`src/core/usb_wrap_regs_pkg.sv`:
```
/*
 * Constants for the wrapper control and status register bank: register
 * offsets, field positions, reset values, decode codes and timing.
 * Assumes a 32-bit plain register port with byte addresses.
 */
package usb_wrap_regs_pkg;

    localparam int          ADDR_W         = 12;
    localparam int          DATA_W         = 32;

    // Register byte offsets.
    localparam logic [11:0] CTRL_OFFSET    = 12'h000;
    localparam logic [11:0] STATUS_OFFSET  = 12'h004;
    localparam logic [11:0] ENCAP_OFFSET   = 12'h008;
    localparam logic [11:0] RX_AUTO_REQUEST_OFFSET = 12'h00C;

    // Control register fields.
    localparam int          CTRL_RESET_BIT  = 0;
    localparam int          CTRL_FACK_BIT   = 1;
    localparam int          CTRL_ALTIRQ_BIT = 3;
    localparam int          CTRL_ENCAP_BIT  = 4;

    // Status register field.
    localparam int          STAT_VBUS_BIT   = 0;

    // Encapsulation enable register fields.
    localparam int          ENCAP_TX_LSB    = 0;
    localparam int          ENCAP_RX_LSB    = 16;
    localparam int          EP_COUNT        = 4;

    // Automatic request register fields.
    localparam int          RX_AUTO_REQUEST_LSB     = 0;
    localparam int          RX_AUTO_REQUEST_W       = 2;
    localparam int          RX_AUTO_REQUEST_BITS    = 8;

    typedef enum logic [1:0] {
        AUTO_REQ_NONE   = 2'h0,
        AUTO_REQ_NO_EOP = 2'h1,
        AUTO_REQ_RSVD   = 2'h2,
        AUTO_REQ_ALWAYS = 2'h3
    } auto_req_mode_t;

    localparam logic [31:0] ZERO_WORD       = 32'h0000_0000;
    localparam logic [3:0]  EP_RESET        = 4'h0;
    localparam logic [7:0]  RX_AUTO_REQUEST_RESET   = 8'h00;

    // Length of the soft module reset pulse.
    localparam int          SOFT_RST_NS     = 64;
    localparam int          CLK_PERIOD_NS   = 8;
    localparam int          SOFT_RST_CYC    =
        (SOFT_RST_NS + CLK_PERIOD_NS - 1) / CLK_PERIOD_NS;
    localparam int          SRST_CNT_W      = 4;
    localparam logic [3:0]  SRST_LAST       = 4'(SOFT_RST_CYC - 1);
    localparam logic [3:0]  SRST_ZERO       = 4'h0;
    localparam logic [3:0]  SRST_ONE        = 4'h1;

endpackage

```
`src/core/usb_wrapper_control_regs.sv`:
```
/*
 * Wrapper control and status register bank around a USB controller core.
 * Holds soft reset, mode and per-endpoint settings and reports the VBUS
 * drive level. Assumes a single-cycle register port with read data one
 * cycle after the read strobe, and a VBUS drive pin from outside the
 * clock domain.
 */
//
// How it works
// - Writing one to control bit 0 starts a module reset; hardware clears it.
// - Control bit 4 enables encapsulation mode for every endpoint at once.
// - Control bit 3 zero selects dedicated interrupt path, one the alternate.
// - Control bit 1 enables fast acknowledge of clock-stop requests.
// - Status bit 0 reads the VBUS drive output level after a two-stage synchroniser.
// - Encap register bits 16-19 enable receive endpoints 1-4, reset zero.
// - Encap register bits 0-3 enable transmit endpoints 1-4, reset zero.
// - Auto-request register holds two bits per receive endpoint, reset zero.
// - Auto codes: 0 none, 1 all but final short, 3 always; 2 reserved.
`timescale 1ns/1ps

module usb_wrapper_control_regs (
    input  wire logic        clock,
    input  wire logic        sys_rst,
    input  wire logic [11:0] reg_addr,
    input  wire logic [31:0] reg_wdata,
    input  wire logic        reg_write,
    input  wire logic        reg_read,
    output logic      [31:0] reg_rdata,
    input  wire logic        vbus_drive_out,
    input  wire logic        clock_stop_req,
    output logic             clock_stop_ack,
    output logic             module_soft_rst,
    output logic             net_encap_mode,
    output logic             dedicated_irq_path,
    output logic             alt_irq_handler_sel,
    output logic             clock_stop_fast_ack,
    output logic      [3:0]  tx_ep_encap_en,
    output logic      [3:0]  rx_ep_encap_en,
    output logic      [7:0]  rx_auto_request,
    output logic      [3:0]  rx_auto_req_on,
    output logic      [3:0]  rx_auto_req_skip_eop
);

    ////////////////////////////////////////////////////////////////////////
    // Address decode.

    wire logic sel_ctrl    = (reg_addr == usb_wrap_regs_pkg::CTRL_OFFSET);
    wire logic sel_status  = (reg_addr == usb_wrap_regs_pkg::STATUS_OFFSET);
    wire logic sel_encap   = (reg_addr == usb_wrap_regs_pkg::ENCAP_OFFSET);
    wire logic sel_rx_auto_request = (reg_addr == usb_wrap_regs_pkg::RX_AUTO_REQUEST_OFFSET);

    wire logic wr_ctrl    = reg_write && sel_ctrl;
    wire logic wr_encap   = reg_write && sel_encap;
    wire logic wr_rx_auto_request = reg_write && sel_rx_auto_request;

    ////////////////////////////////////////////////////////////////////////
    // Pin synchronisers. The first stage feeds only the second.

    logic vbus_meta_reg;
    logic vbus_sync_reg;
    logic stop_meta_reg;
    logic stop_sync_reg;

    always_ff @(posedge clock or posedge sys_rst) begin
        if (sys_rst) begin
            vbus_meta_reg <= 1'b0;
            vbus_sync_reg <= 1'b0;
            stop_meta_reg <= 1'b0;
            stop_sync_reg <= 1'b0;
        end else begin
            vbus_meta_reg <= vbus_drive_out;
            vbus_sync_reg <= vbus_meta_reg;
            stop_meta_reg <= clock_stop_req;
            stop_sync_reg <= stop_meta_reg;
        end
    end

    ////////////////////////////////////////////////////////////////////////
    // Control register.

    logic       encap_reg;
    logic       alt_irq_reg;
    logic       fack_reg;
    logic       srst_busy_reg;
    logic [3:0] srst_cnt_reg;

    wire logic srst_start =
        wr_ctrl && reg_wdata[usb_wrap_regs_pkg::CTRL_RESET_BIT];
    wire logic srst_done  =
        srst_busy_reg && (srst_cnt_reg == usb_wrap_regs_pkg::SRST_LAST);

    // A write of one during a running reset restarts the count, so the
    // module always sees a full-length reset after the last request.
    // The start edge loads the count with zero and the reset ends on the
    // edge after the count reaches its last value. The busy flag therefore
    // stands for exactly the configured number of cycles.
    // Limitation: the bank itself is not cleared by its own soft reset.
    // Software must rewrite the mode settings after one if it wants them
    // back at their reset values, because only the core behind the bank is
    // reset. This keeps the register port usable while the core restarts.
    wire logic       srst_busy_next = srst_start || (srst_busy_reg &&
                                                    !srst_done);
    wire logic [3:0] srst_cnt_next  =
        srst_start    ? usb_wrap_regs_pkg::SRST_ZERO :
        srst_busy_reg ? srst_cnt_reg + usb_wrap_regs_pkg::SRST_ONE :
                        usb_wrap_regs_pkg::SRST_ZERO;

    always_ff @(posedge clock or posedge sys_rst) begin
        if (sys_rst) begin
            srst_busy_reg <= 1'b0;
            srst_cnt_reg  <= usb_wrap_regs_pkg::SRST_ZERO;
        end else begin
            srst_busy_reg <= srst_busy_next;
            srst_cnt_reg  <= srst_cnt_next;
        end
    end

    always_ff @(posedge clock or posedge sys_rst) begin
        if (sys_rst) begin
            encap_reg   <= 1'b0;
            alt_irq_reg <= 1'b0;
            fack_reg    <= 1'b0;
        end else if (wr_ctrl) begin
            encap_reg   <= reg_wdata[usb_wrap_regs_pkg::CTRL_ENCAP_BIT];
            alt_irq_reg <= reg_wdata[usb_wrap_regs_pkg::CTRL_ALTIRQ_BIT];
            fack_reg    <= reg_wdata[usb_wrap_regs_pkg::CTRL_FACK_BIT];
        end
    end

    ////////////////////////////////////////////////////////////////////////
    // Endpoint encapsulation enables and automatic request fields.

    logic [3:0] tx_en_reg;
    logic [3:0] rx_en_reg;
    logic [7:0] rx_auto_request_reg;

    always_ff @(posedge clock or posedge sys_rst) begin
        if (sys_rst) begin
            tx_en_reg <= usb_wrap_regs_pkg::EP_RESET;
            rx_en_reg <= usb_wrap_regs_pkg::EP_RESET;
        end else if (wr_encap) begin
            tx_en_reg <= reg_wdata[usb_wrap_regs_pkg::ENCAP_TX_LSB +:
                                   usb_wrap_regs_pkg::EP_COUNT];
            rx_en_reg <= reg_wdata[usb_wrap_regs_pkg::ENCAP_RX_LSB +:
                                   usb_wrap_regs_pkg::EP_COUNT];
        end
    end

    always_ff @(posedge clock or posedge sys_rst) begin
        if (sys_rst) begin
            rx_auto_request_reg <= usb_wrap_regs_pkg::RX_AUTO_REQUEST_RESET;
        end else if (wr_rx_auto_request) begin
            rx_auto_request_reg <= reg_wdata[usb_wrap_regs_pkg::RX_AUTO_REQUEST_LSB +:
                                     usb_wrap_regs_pkg::RX_AUTO_REQUEST_BITS];
        end
    end

    ////////////////////////////////////////////////////////////////////////
    // Decoded per-endpoint controls. The reserved code is kept out of the
    // decoded controls by treating it as no automatic request; the raw rx_auto_request output still carries it.

    logic [3:0] tx_eff_next;
    logic [3:0] rx_eff_next;
    logic [3:0] auto_on_next;
    logic [3:0] auto_skip_next;

    always_comb begin
        for (int i = 0; i < usb_wrap_regs_pkg::EP_COUNT; i++) begin
            tx_eff_next[i]    = tx_en_reg[i] || encap_reg;
            rx_eff_next[i]    = rx_en_reg[i] || encap_reg;
            case (usb_wrap_regs_pkg::auto_req_mode_t'(
                      rx_auto_request_reg[i*usb_wrap_regs_pkg::RX_AUTO_REQUEST_W +:
                                  usb_wrap_regs_pkg::RX_AUTO_REQUEST_W]))
                usb_wrap_regs_pkg::AUTO_REQ_NO_EOP: begin
                    auto_on_next[i]   = 1'b1;
                    auto_skip_next[i] = 1'b1;
                end
                usb_wrap_regs_pkg::AUTO_REQ_ALWAYS: begin
                    auto_on_next[i]   = 1'b1;
                    auto_skip_next[i] = 1'b0;
                end
                default: begin
                    auto_on_next[i]   = 1'b0;
                    auto_skip_next[i] = 1'b0;
                end
            endcase
        end
    end

    ////////////////////////////////////////////////////////////////////////
    // Read data, one cycle after the strobe; reserved bits read zero.

    logic [31:0] ctrl_word;
    logic [31:0] status_word;
    logic [31:0] encap_word;
    logic [31:0] rx_auto_request_word;
    logic [31:0] rdata_next;

    always_comb begin
        ctrl_word    = usb_wrap_regs_pkg::ZERO_WORD;
        status_word  = usb_wrap_regs_pkg::ZERO_WORD;
        encap_word   = usb_wrap_regs_pkg::ZERO_WORD;
        rx_auto_request_word = usb_wrap_regs_pkg::ZERO_WORD;
        ctrl_word[usb_wrap_regs_pkg::CTRL_RESET_BIT]  = srst_busy_reg;
        ctrl_word[usb_wrap_regs_pkg::CTRL_FACK_BIT]   = fack_reg;
        ctrl_word[usb_wrap_regs_pkg::CTRL_ALTIRQ_BIT] = alt_irq_reg;
        ctrl_word[usb_wrap_regs_pkg::CTRL_ENCAP_BIT]  = encap_reg;
        status_word[usb_wrap_regs_pkg::STAT_VBUS_BIT] = vbus_sync_reg;
        encap_word[usb_wrap_regs_pkg::ENCAP_TX_LSB +:
                   usb_wrap_regs_pkg::EP_COUNT] = tx_en_reg;
        encap_word[usb_wrap_regs_pkg::ENCAP_RX_LSB +:
                   usb_wrap_regs_pkg::EP_COUNT] = rx_en_reg;
        rx_auto_request_word[usb_wrap_regs_pkg::RX_AUTO_REQUEST_LSB +:
                     usb_wrap_regs_pkg::RX_AUTO_REQUEST_BITS] = rx_auto_request_reg;
        if (!reg_read) begin
            rdata_next = usb_wrap_regs_pkg::ZERO_WORD;
        end else if (sel_ctrl) begin
            rdata_next = ctrl_word;
        end else if (sel_status) begin
            rdata_next = status_word;
        end else if (sel_encap) begin
            rdata_next = encap_word;
        end else if (sel_rx_auto_request) begin
            rdata_next = rx_auto_request_word;
        end else begin
            rdata_next = usb_wrap_regs_pkg::ZERO_WORD;
        end
    end

    ////////////////////////////////////////////////////////////////////////
    // Registered outputs.

    always_ff @(posedge clock or posedge sys_rst) begin
        if (sys_rst) begin
            reg_rdata            <= usb_wrap_regs_pkg::ZERO_WORD;
            module_soft_rst      <= 1'b0;
            net_encap_mode       <= 1'b0;
            dedicated_irq_path   <= 1'b1;
            alt_irq_handler_sel  <= 1'b0;
            clock_stop_fast_ack  <= 1'b0;
            clock_stop_ack       <= 1'b0;
            tx_ep_encap_en       <= usb_wrap_regs_pkg::EP_RESET;
            rx_ep_encap_en       <= usb_wrap_regs_pkg::EP_RESET;
            rx_auto_request      <= usb_wrap_regs_pkg::RX_AUTO_REQUEST_RESET;
            rx_auto_req_on       <= usb_wrap_regs_pkg::EP_RESET;
            rx_auto_req_skip_eop <= usb_wrap_regs_pkg::EP_RESET;
        end else begin
            reg_rdata            <= rdata_next;
            module_soft_rst      <= srst_busy_next;
            net_encap_mode       <= encap_reg;
            dedicated_irq_path   <= !alt_irq_reg;
            alt_irq_handler_sel  <= alt_irq_reg;
            clock_stop_fast_ack  <= fack_reg;
            // Fast mode answers at once; otherwise the request is held
            // off until no soft reset is running.
            // Trade-off: the answer comes from the synchronised request,
            // so it lags the pin by up to three cycles even in fast mode.
            // A stop request that is withdrawn drops the answer the same
            // way, which keeps the handshake a plain level exchange.
            clock_stop_ack       <= stop_sync_reg &&
                                    (fack_reg || !srst_busy_reg);
            tx_ep_encap_en       <= tx_eff_next;
            rx_ep_encap_en       <= rx_eff_next;
            rx_auto_request      <= rx_auto_request_reg;
            rx_auto_req_on       <= auto_on_next;
            rx_auto_req_skip_eop <= auto_skip_next;
        end
    end

endmodule

```
`config.mk`:
```
export PLATFORM = sky130hd
export DESIGN_NAME = usb_wrapper_control_regs
export DESIGN_NICKNAME = d
export VERILOG_FILES = /design/src/core/usb_wrap_regs_pkg.sv /design/src/core/usb_wrapper_control_regs.sv
export SDC_FILE = /design/constraint.sdc
export NUM_CORES = 1
export LEC_CHECK = 0
export ABC_AREA = 0
export BUFFER_PORTS_ARGS = -buffer_cell sky130_fd_sc_hd__buf_2
export CAP_MARGIN = 20
export CORE_ASPECT_RATIO = 0.8
export CORE_MARGIN = 4
export CORE_UTILIZATION = 47
export DETAILED_ROUTE_END_ITERATION = 7
export PLACE_DENSITY = 0.81
export SLEW_MARGIN = 10
export SYNTH_ARGS = -nofsm -noshare
export SYNTH_HDL_FRONTEND = slang
export SYNTH_SLANG_ARGS = --single-unit
```
`constraint.sdc`:
```
create_clock -name clock -period 2.8 [get_ports clock]
set_input_delay 0.28 -clock clock [delete_from_list [all_inputs] [get_ports clock]]
set_output_delay 0.28 -clock clock [all_outputs]
set_load 0.05 [all_outputs]
```
After elaboration in Yosys (flattened, before gate mapping)

Cells that the tools add are included.
W data, S select, Z words.

Register bits: 89
Input port bits: 50
Output and inout bits: 62
Logic and storage cells: 76

$add $sub $neg: 1
Eq/ne operators: 12
Muxes and demuxes: 15
Reductions and logical operators: 25

Operators with widths:

| operator              | number |
|---|---|
| $mux W20              | 4 |
| $eq A12 B4 Y1 const B | 2 |
| $eq A12 B3 Y1 const B | 1 |
| $logic_not A12 Y1     | 1 |
| $logic_or A1 B1 Y1    | 10 |
| $eq A2 B1 Y1 const B  | 4 |
| $eq A2 B2 Y1 const B  | 4 |
| $mux W1               | 8 |
| $mux W4               | 2 |
| $mux W8               | 1 |
| $reduce_or A2 Y1      | 4 |
| $logic_and A1 B1 Y1   | 7 |
| $add A4 B1 Y4 const B | 1 |
| $eq A4 B3 Y1 const B  | 1 |
| $logic_not A1 Y1      | 3 |

Longest topological paths before layout

Gate-level depths: netlist of the first run.

Depth after elaboration: 6
Depth in mapped cells: 5
Gate-level depth less buffers: 3

Least setup slack after synthesis of the first run

Ideal clock, no wire load.

Kind: input to register
Start: input reg_addr[1]
End: register rx_auto_request_reg[0]
Setup time: 0.125 ns
Data arrival time: 1.784 ns
Data required time: 2.675 ns
Slack: 0.891 ns
Stages: 4
Path buffers: 1
Cells stage by stage: or4_1 -> buf_2 -> nor4_4 -> mux2_2

Word-level cells in the longest chain between the ends: 2

Ends and longest elaborated chain:

| element                | RTL line                        | text |
|---|---|---|
| start: declaration     | usb_wrapper_control_regs.sv:24  | `input wire logic [11:0] reg_addr,` |
| $eq A12 B4 Y1          | usb_wrapper_control_regs.sv:50  | `wire logic sel_rx_auto_request = (reg_addr == usb_wrap_regs_pkg::RX_AUTO_REQUEST_OFFSET);` |
| $logic_and A1 B1 Y1    | usb_wrapper_control_regs.sv:54  | `wire logic wr_rx_auto_request = reg_write && sel_rx_auto_request;` |
| end signal: assignment | usb_wrapper_control_regs.sv:151 | `rx_auto_request_reg <= usb_wrap_regs_pkg::RX_AUTO_REQUEST_RESET;` |
| end signal: assignment | usb_wrapper_control_regs.sv:153 | `rx_auto_request_reg <= reg_wdata[usb_wrap_regs_pkg::RX_AUTO_REQUEST_LSB +:` |
| end: declaration       | usb_wrapper_control_regs.sv:135 | `logic [7:0] rx_auto_request_reg;` |

Every way passes these cells.
A chain may end at the register's enable or synchronous reset.

Worst setup path in the final report of the first run

Start: input reg_addr[1]
End: register fack_reg

Word-level cells in the longest chain between the ends: 2

Ends and longest elaborated chain:

| element                | RTL line                        | text |
|---|---|---|
| $logic_not A12 Y1      | usb_wrapper_control_regs.sv:47  | `wire logic sel_ctrl = (reg_addr == usb_wrap_regs_pkg::CTRL_OFFSET);` |
| $logic_and A1 B1 Y1    | usb_wrapper_control_regs.sv:52  | `wire logic wr_ctrl = reg_write && sel_ctrl;` |
| end signal: assignment | usb_wrapper_control_regs.sv:126 | `fack_reg <= reg_wdata[usb_wrap_regs_pkg::CTRL_FACK_BIT];` |
| end: declaration       | usb_wrapper_control_regs.sv:83  | `logic fack_reg;` |

Every way passes these cells.

==> results of run 1 <==
worst min-delay path by stage:
stage / startpoint / endpoint / slack (ns)
final: vbus_drive_out / vbus_meta_reg / 0.05
after floorplan: clock_stop_req / stop_meta_reg / 0.31
after detailed placement: sys_rst / rx_auto_request_reg[7] / 0.30
after CTS: vbus_drive_out / vbus_meta_reg / 0.03
after global routing: vbus_drive_out / vbus_meta_reg / 0.02
after global placement: sys_rst / rx_auto_request_reg[7] / 0.29
cell usage in the layout, fill, tap and decap left out, types with 2 or more instances in the layout:
cell type	count
sky130_fd_sc_hd__buf_2	71
sky130_fd_sc_hd__dfrtp_1	68
sky130_fd_sc_hd__mux2_2	20
sky130_fd_sc_hd__conb_1	20
sky130_fd_sc_hd__or2_2	9
sky130_fd_sc_hd__clkbuf_8	9
sky130_fd_sc_hd__and3_1	8
sky130_fd_sc_hd__nor2b_1	6
sky130_fd_sc_hd__buf_4	5
sky130_fd_sc_hd__and2_1	4
sky130_fd_sc_hd__nor4_4	3
sky130_fd_sc_hd__a211oi_1	3
sky130_fd_sc_hd__nand2b_1	2
sky130_fd_sc_hd__or4_1	2
sky130_fd_sc_hd__inv_1	2
sky130_fd_sc_hd__mux2i_1	2
sky130_fd_sc_hd__o2bb2ai_1	2
sky130_fd_sc_hd__clkinvlp_4	2
sky130_fd_sc_hd__bufinv_16	2
power by group through the flow:
stage	clock network [W]	logic (W)	registers, W
after floorplan	0	0.000114	0.00104
after CTS	0.000882	0.000140	0.00101
after global routing	0.000924	0.000150	0.00101
final	0.000856	0.000139	0.00101
after global placement	0	0.000137	0.00103
after detailed placement	0	0.000139	0.00103
area by class of cell:
cell class / count / area (sq um) / area share
repair buffers: 77 / 403 / 0.126
inverters: 3 / 11.3 / 0.00352
clock buffers: 10 / 128 / 0.0399
flip-flops and latches: 69 / 1730 / 0.540
multi-input cells: 97 / 762 / 0.238
clock inverters: 6 / 88.8 / 0.0278
well taps: 62 / 77.6 / 0.0243
kinds of logic after synthesis:
family                   Yosys count  share of synthesized area
flip-flops                        69                      0.662
XOR/XNOR                           2                    0.00671
AO/OA/AOI/OAI                      9                     0.0264
other                              1                    0.00144
multiplexers                      23                      0.103
adder cells (fa/ha/maj)            1                    0.00479
buffers and inverters             32                     0.0762
AND/OR/NAND/NOR                   42                      0.120
routing by layer:
layer	vias to the layer above	GRT usage
met4	0	0.0401
li1	727	-
met2	65	0.238
met1	743	0.183
met3	4	0.0699
met5	-	0
metrics by stage:
step / power, W / area [sq um] / cells / hold slack (ns)
3_3_place_gp: 0.00116 / 2970 / 307 / 0.293
4_1_cts: 0.00203 / 3200 / 324 / 0.0289
5_1_grt: 0.00208 / 3200 / 324 / 0.0205
3_5_place_dp: 0.00116 / 2970 / 307 / 0.295
6_report: 0.00200 / 3200 / 324 / 0.0505
2_1_floorplan: 0.00115 / 2680 / 198 / 0.311
what timing repair did:
action                                 4_1_cts  5_1_grt
hold buffers                                 1        0
endpoints found under the hold margin       18        0
setup buffers                                0        0
==> summary.md, run 1 <==
## Run status
- finished, final reports clean — status

## Clock tree
- 69 — CTS sink cnt
- 0.07 ns — clock slew at reported path FFs
- sky130_fd_sc_hd__clkbuf_8 — Root Driver
- 0.34 ns — worst-skew pair later-pin latency
- 2 — Max Root-Sink Buffers
- 3 — depth of the CTS H-tree
- 0 — count of cells resized by post-cts repair
- yes — clock tree from TritonCTS
- 9 — number of buffers created by CTS

## Setup path
- module_soft_rst — launch instance of the worst register-to-register path
- 8 — largest fanout of any net on the critical path
- reg_rdata[0] — worst flop-to-flop path endpoint
- 2.10 ns — data arrival time of the critical path
- buf_2 > or4_1 > nor4_4 > mux2_2 — crit path cell chain
- 2 — Worst R2R Path Depth
- flop — Setup crit end kind
- reg_addr[1] — launch point of the critical path
- simple AND/OR/NAND/NOR gates — family of cells with the greatest summed delay on the critical path
- fack_reg — destination of the critical timing path
- sky130_fd_sc_hd__or4_1 — critical path's slowest cell
- input pin — Critical Path Start Type
- 0.71 ns — slowest stage delay, CP
- 1.63 ns — minimum setup slack among reg-to-reg paths
- 3.02 ns — data required time at the worst endpoint
- 4 — critical path depth in cells
- input pin to flop — critical path class
- 1 — number of buffer and inverter stages on the critical path

## Synthesis
- 179 — Syn Inst Count
- 0 — number of enable flip-flop cells after synthesis
- 69 — post-synthesis register bit count
- sky130_fd_sc_hd__dfrtp_1 — cell type contributing the most total cell area after synthesis
- sky130_fd_sc_hd__dfrtp_1 — prevailing post-synth register cell
- 2610 sq um — Post-Syn Area
- sky130_fd_sc_hd__dfrtp_1, sky130_fd_sc_hd__buf_4, sky130_fd_sc_hd__mux2_2, sky130_fd_sc_hd__or2_2, sky130_fd_sc_hd__and3_1 — most numerous cell types in the synthesized netlist
- 34 — distinct cell type count after synthesis
- 0.662 — sequential element share of the synthesized area
- sky130_fd_sc_hd__dfrtp_1 — count leader, synth
- sky130_fd_sc_hd__dfrtp_1, sky130_fd_sc_hd__mux2_2, sky130_fd_sc_hd__buf_4, sky130_fd_sc_hd__nor4_4, sky130_fd_sc_hd__or2_2 — largest cells by area after synthesis
- 0.652 — post-synth top area share
- 1.00 — Async SR Flop Fraction
- 0 — total of warnings raised by yosys
- 14.6 sq um — post-synthesis average cell area

## Die
- 23 — count of standard-cell rows
- 5180 sq um — Core ar.
- 74.7 um — die extent in y
- 0.504 — Starting Density
- 91.3 um — width of the die
- 112 — number of top-level design ports
- 6820 sq um — Die Footprint

## Pwr
- 626 nW/um^2 — pwr dens
- 1.83 nW — Static Leakage
- 0.069 — relative contribution of combinational cells to total power
- 0.311 mV — worst vdd rail ir drop
- 0.428 — clock power share
- 0.000469 W — switching power
- 0.503 — part of the power in registers
- 0.00153 W — Internal Pwr Total
- 0.234 — fraction of power spent switching nets

## Place
- 3470 um — hpwl dp
- 0.761 — GPL Wtd Cong
- 71 — input/output buffers
- 0.559 ns — worst slack at placement

## Hold path
- 1 — Worst Hold Path Cells
- input pin to flop — Hold WC Path Type

## Drt
- 2000 um — routed length on met1
- 1539 — count of vias placed by the detailed router
- 403 um — met3 layer wire length in the routed design
- 2250 um — Detail Route met2 WL
- 0 — remaining number of nets flagged by the antenna check after routing
- 14.5 um — routed wirelength normalized by instance count
- 4680 um — Detailed Route WL
- 4 — iteration count of the initial detailed-routing pass
- met4 — highest signal layer in the routed design
- 4.75 — Via-to-Cell Ratio
- 44 — initial DRC count
- 0 — # DRC

## STA
- 1.87 ns — min Tclk post-route
- 0.670 — final worst path period share
- 0 — number of setup violations in the final report
- 0.925 ns — worst setup slack after layout
- 0 — Final Max Slew Viols
- 533 MHz — Fmax
- 0.574 ns — worst-margin pin slew
- 0.614 — worst relative slew slack
- 0.00584 ns — post-route clock skew
- 0 ns — sum of negative setup slack
- no — RSZ-0062 raised after global routing
- 0 — final-report hold violation count

## Cells and area
- 0.617 — Layout Utilization
- 308 — # nets final
- 0 — Inserted Diodes
- 434 — number of fill cells
- 16 — Largest register FFs
- 22.5% — Area growth syn-to-layout
- 0.485 — fraction of layout instances using a drive strength above 1

## GRT
- 7550 um — wire length of the first global-routing pass
- 0 — global route total overflow
- 1543 — vias in the first global route
- 0.148 — overall global routing resource usage
- 0 — initial antenna violation count
- 29 — maximum number of pins on one net before global-route repair

## Flow run
- 0 — number of max-cap violations

Power figures use the tool's default switching activity.
==> run 2, diff against run 1 <==
clock period = 1.77 ns   (was 2.8 ns; I/O delays follow)
==> summary.md, run 2 (synthesis gave the netlist of run 1 again) <==
## Die
- 74.7 um — die extent in y
- 6820 sq um — Die Footprint
- 5180 sq um — Core ar.
- 112 — number of top-level design ports
- 23 — count of standard-cell rows
- 0.504 — Starting Density
- 91.3 um — width of the die

## Cells and area
- 16 — Largest register FFs
- 3310 sq um — Post-Layout Inst Area
- sky130_fd_sc_hd__buf_2 — most frequent standard cell in the layout excluding fill and tap cells
- 319 — # nets final
- sky130_fd_sc_hd__buf_2, sky130_fd_sc_hd__dfrtp_1, sky130_fd_sc_hd__conb_1 — highest-count cells in the layout ignoring fill and taps
- 0.509 — fraction of layout instances using a drive strength above 1
- 26.7% — Area growth syn-to-layout
- 0 — Inserted Diodes

## STA
- 0.654 — worst relative slew slack
- no — RSZ-0062 raised after global routing
- 0.273 ns — worst setup slack after layout
- 0.846 — final worst path period share
- 0 — Final Max Slew Viols
- 0 — number of setup violations in the final report
- 0 — final-report hold violation count
- 668 MHz — Fmax
- 0.519 ns — worst-margin pin slew
- 1.50 ns — min Tclk post-route
- 0.00652 ns — post-route clock skew

## Clock tree
- sky130_fd_sc_hd__clkbuf_8 — Root Driver
- 3 — depth of the CTS H-tree
- 0.07 ns — clock slew at reported path FFs
- 2 — Max Root-Sink Buffers
- 9 — number of buffers created by CTS
- 69 — CTS sink cnt
- yes — clock tree from TritonCTS
- 0.34 ns — worst-skew pair later-pin latency
- 0 — count of cells resized by post-cts repair

## GRT
- 46 — maximum number of pins on one net before global-route repair
- 0 — global route total overflow
- 0 — initial antenna violation count
- 0.149 — overall global routing resource usage
- 1576 — vias in the first global route
- 7510 um — wire length of the first global-routing pass

## Pwr
- 1.88 nW — Static Leakage
- 938 nW/um^2 — pwr dens
- 0.450 mV — worst vdd rail ir drop

## Drt
- 1970 um — routed length on met1
- 2360 um — Detail Route met2 WL
- 4 — iteration count of the initial detailed-routing pass
- 4.75 — Via-to-Cell Ratio
- 1591 — count of vias placed by the detailed router
- 411 um — met3 layer wire length in the routed design
- 64 — initial DRC count
- 0 — # DRC
- 0 — remaining number of nets flagged by the antenna check after routing
- 4800 um — Detailed Route WL
- 14.3 um — routed wirelength normalized by instance count
- met4 — highest signal layer in the routed design

## Setup path
- 2.00 ns — data required time at the worst endpoint
- buf_2 > or4_1 > buf_4 > nor4_4 > mux2_2 — crit path cell chain
- input pin to flop — critical path class
- simple AND/OR/NAND/NOR gates — family of cells with the greatest summed delay on the critical path
- input pin — Critical Path Start Type
- 0.51 ns — slowest stage delay, CP
- 4 — largest fanout of any net on the critical path
- 2 — number of buffer and inverter stages on the critical path
- sky130_fd_sc_hd__or4_1 — critical path's slowest cell
- 1.73 ns — data arrival time of the critical path
- flop — Setup crit end kind

## Run status
- finished, final reports clean — status

## Place
- 3530 um — hpwl dp
- 0.752 — GPL Wtd Cong
- -0.101 ns — worst slack at placement
- 71 — input/output buffers
- 3070 sq um — cell area reported after detailed placement

## Flow run
- 0 — number of max-cap violations

## Hold path
- input pin to flop — Hold WC Path Type

run 2: changes by cell type in the layout (fill, tap and decap cells not counted), sizes merged:
| cell | before | now |
|---|---|---|
| clkinv | 2 | 1 |
| clkinvlp | 2 | 4 |
| buf | 76 | 85 |
| dlygate4sd3 | 1 | 3 |
| bufinv | 2 | 1 |
run 2: power by group:
| group | total (W) | leakage [nW] | internal, W | switching (W) |
|---|---|---|---|---|
| sequential | 0.00159 | 0.949 | 0.00159 | 0.00000442 |
| clock | 0.00128 | 0.0951 | 0.000694 | 0.000584 |
| combinational | 0.000234 | 0.834 | 0.0000561 | 0.000178 |
| total | 0.00310 | 1.88 | 0.00234 | 0.000766 |
run 2: final cells by class:
class | count | area (sq um)
multi-input combinational | 97 | 777
sequential | 69 | 1730
fill | 416 | 1870
clock buffer | 10 | 138
tap | 62 | 77.6
timing repair buffer | 88 | 503
clock inverter | 6 | 70.1
inverter | 3 | 15.0
run 2: path summary, 6_finish.rpt:
check                                             from                      to  slack (ns)  cells after the start
worst max-delay path                       reg_addr[1]             alt_irq_reg        0.27                      5
worst min-delay path                     reg_wdata[17]            rx_en_reg[1]        0.06                      2
worst max register to register  rx_auto_request_reg[0]            reg_rdata[0]        0.60                      2
worst min register to register           vbus_meta_reg           vbus_sync_reg        0.35                      0
max in group asynchronous                      sys_rst       rx_ep_encap_en[3]        0.78                      4
min in group asynchronous                      sys_rst  rx_auto_request_reg[6]        0.41                      3
run 2: worst reg2reg max path, stage by stage, from the launching register on:
cell                      delay, ns
sky130_fd_sc_hd__dfrtp_1       0.43
sky130_fd_sc_hd__mux4_2        0.47
sky130_fd_sc_hd__and2_1        0.17
run 2: per-layer routing:
metal  vias up  track usage
met5         -            0
met4         0       0.0652
met3         9       0.0739
met2        60        0.244
met1       777        0.169
li1        745            -
run 2: timing repair:
action,in CTS,in global routing
hold buffers,3,0
endpoints found under the hold margin,25,0
buffers inserted,0,0
run 2: metrics by stage:
step	power (W)	TNS, ns	utilization	hold slack [ns]	cells
final	0.00310	0	0.639	0.0596	335
after global routing	0.00324	0	0.639	0.0399	335
after CTS	0.00315	0	0.639	0.0412	335
after detailed placement	0.00185	-0.864	0.593	0.242	316
after global placement	0.00185	-0.685	0.593	0.235	316
after floorplan	0.00182	-0.318	-	0.208	198
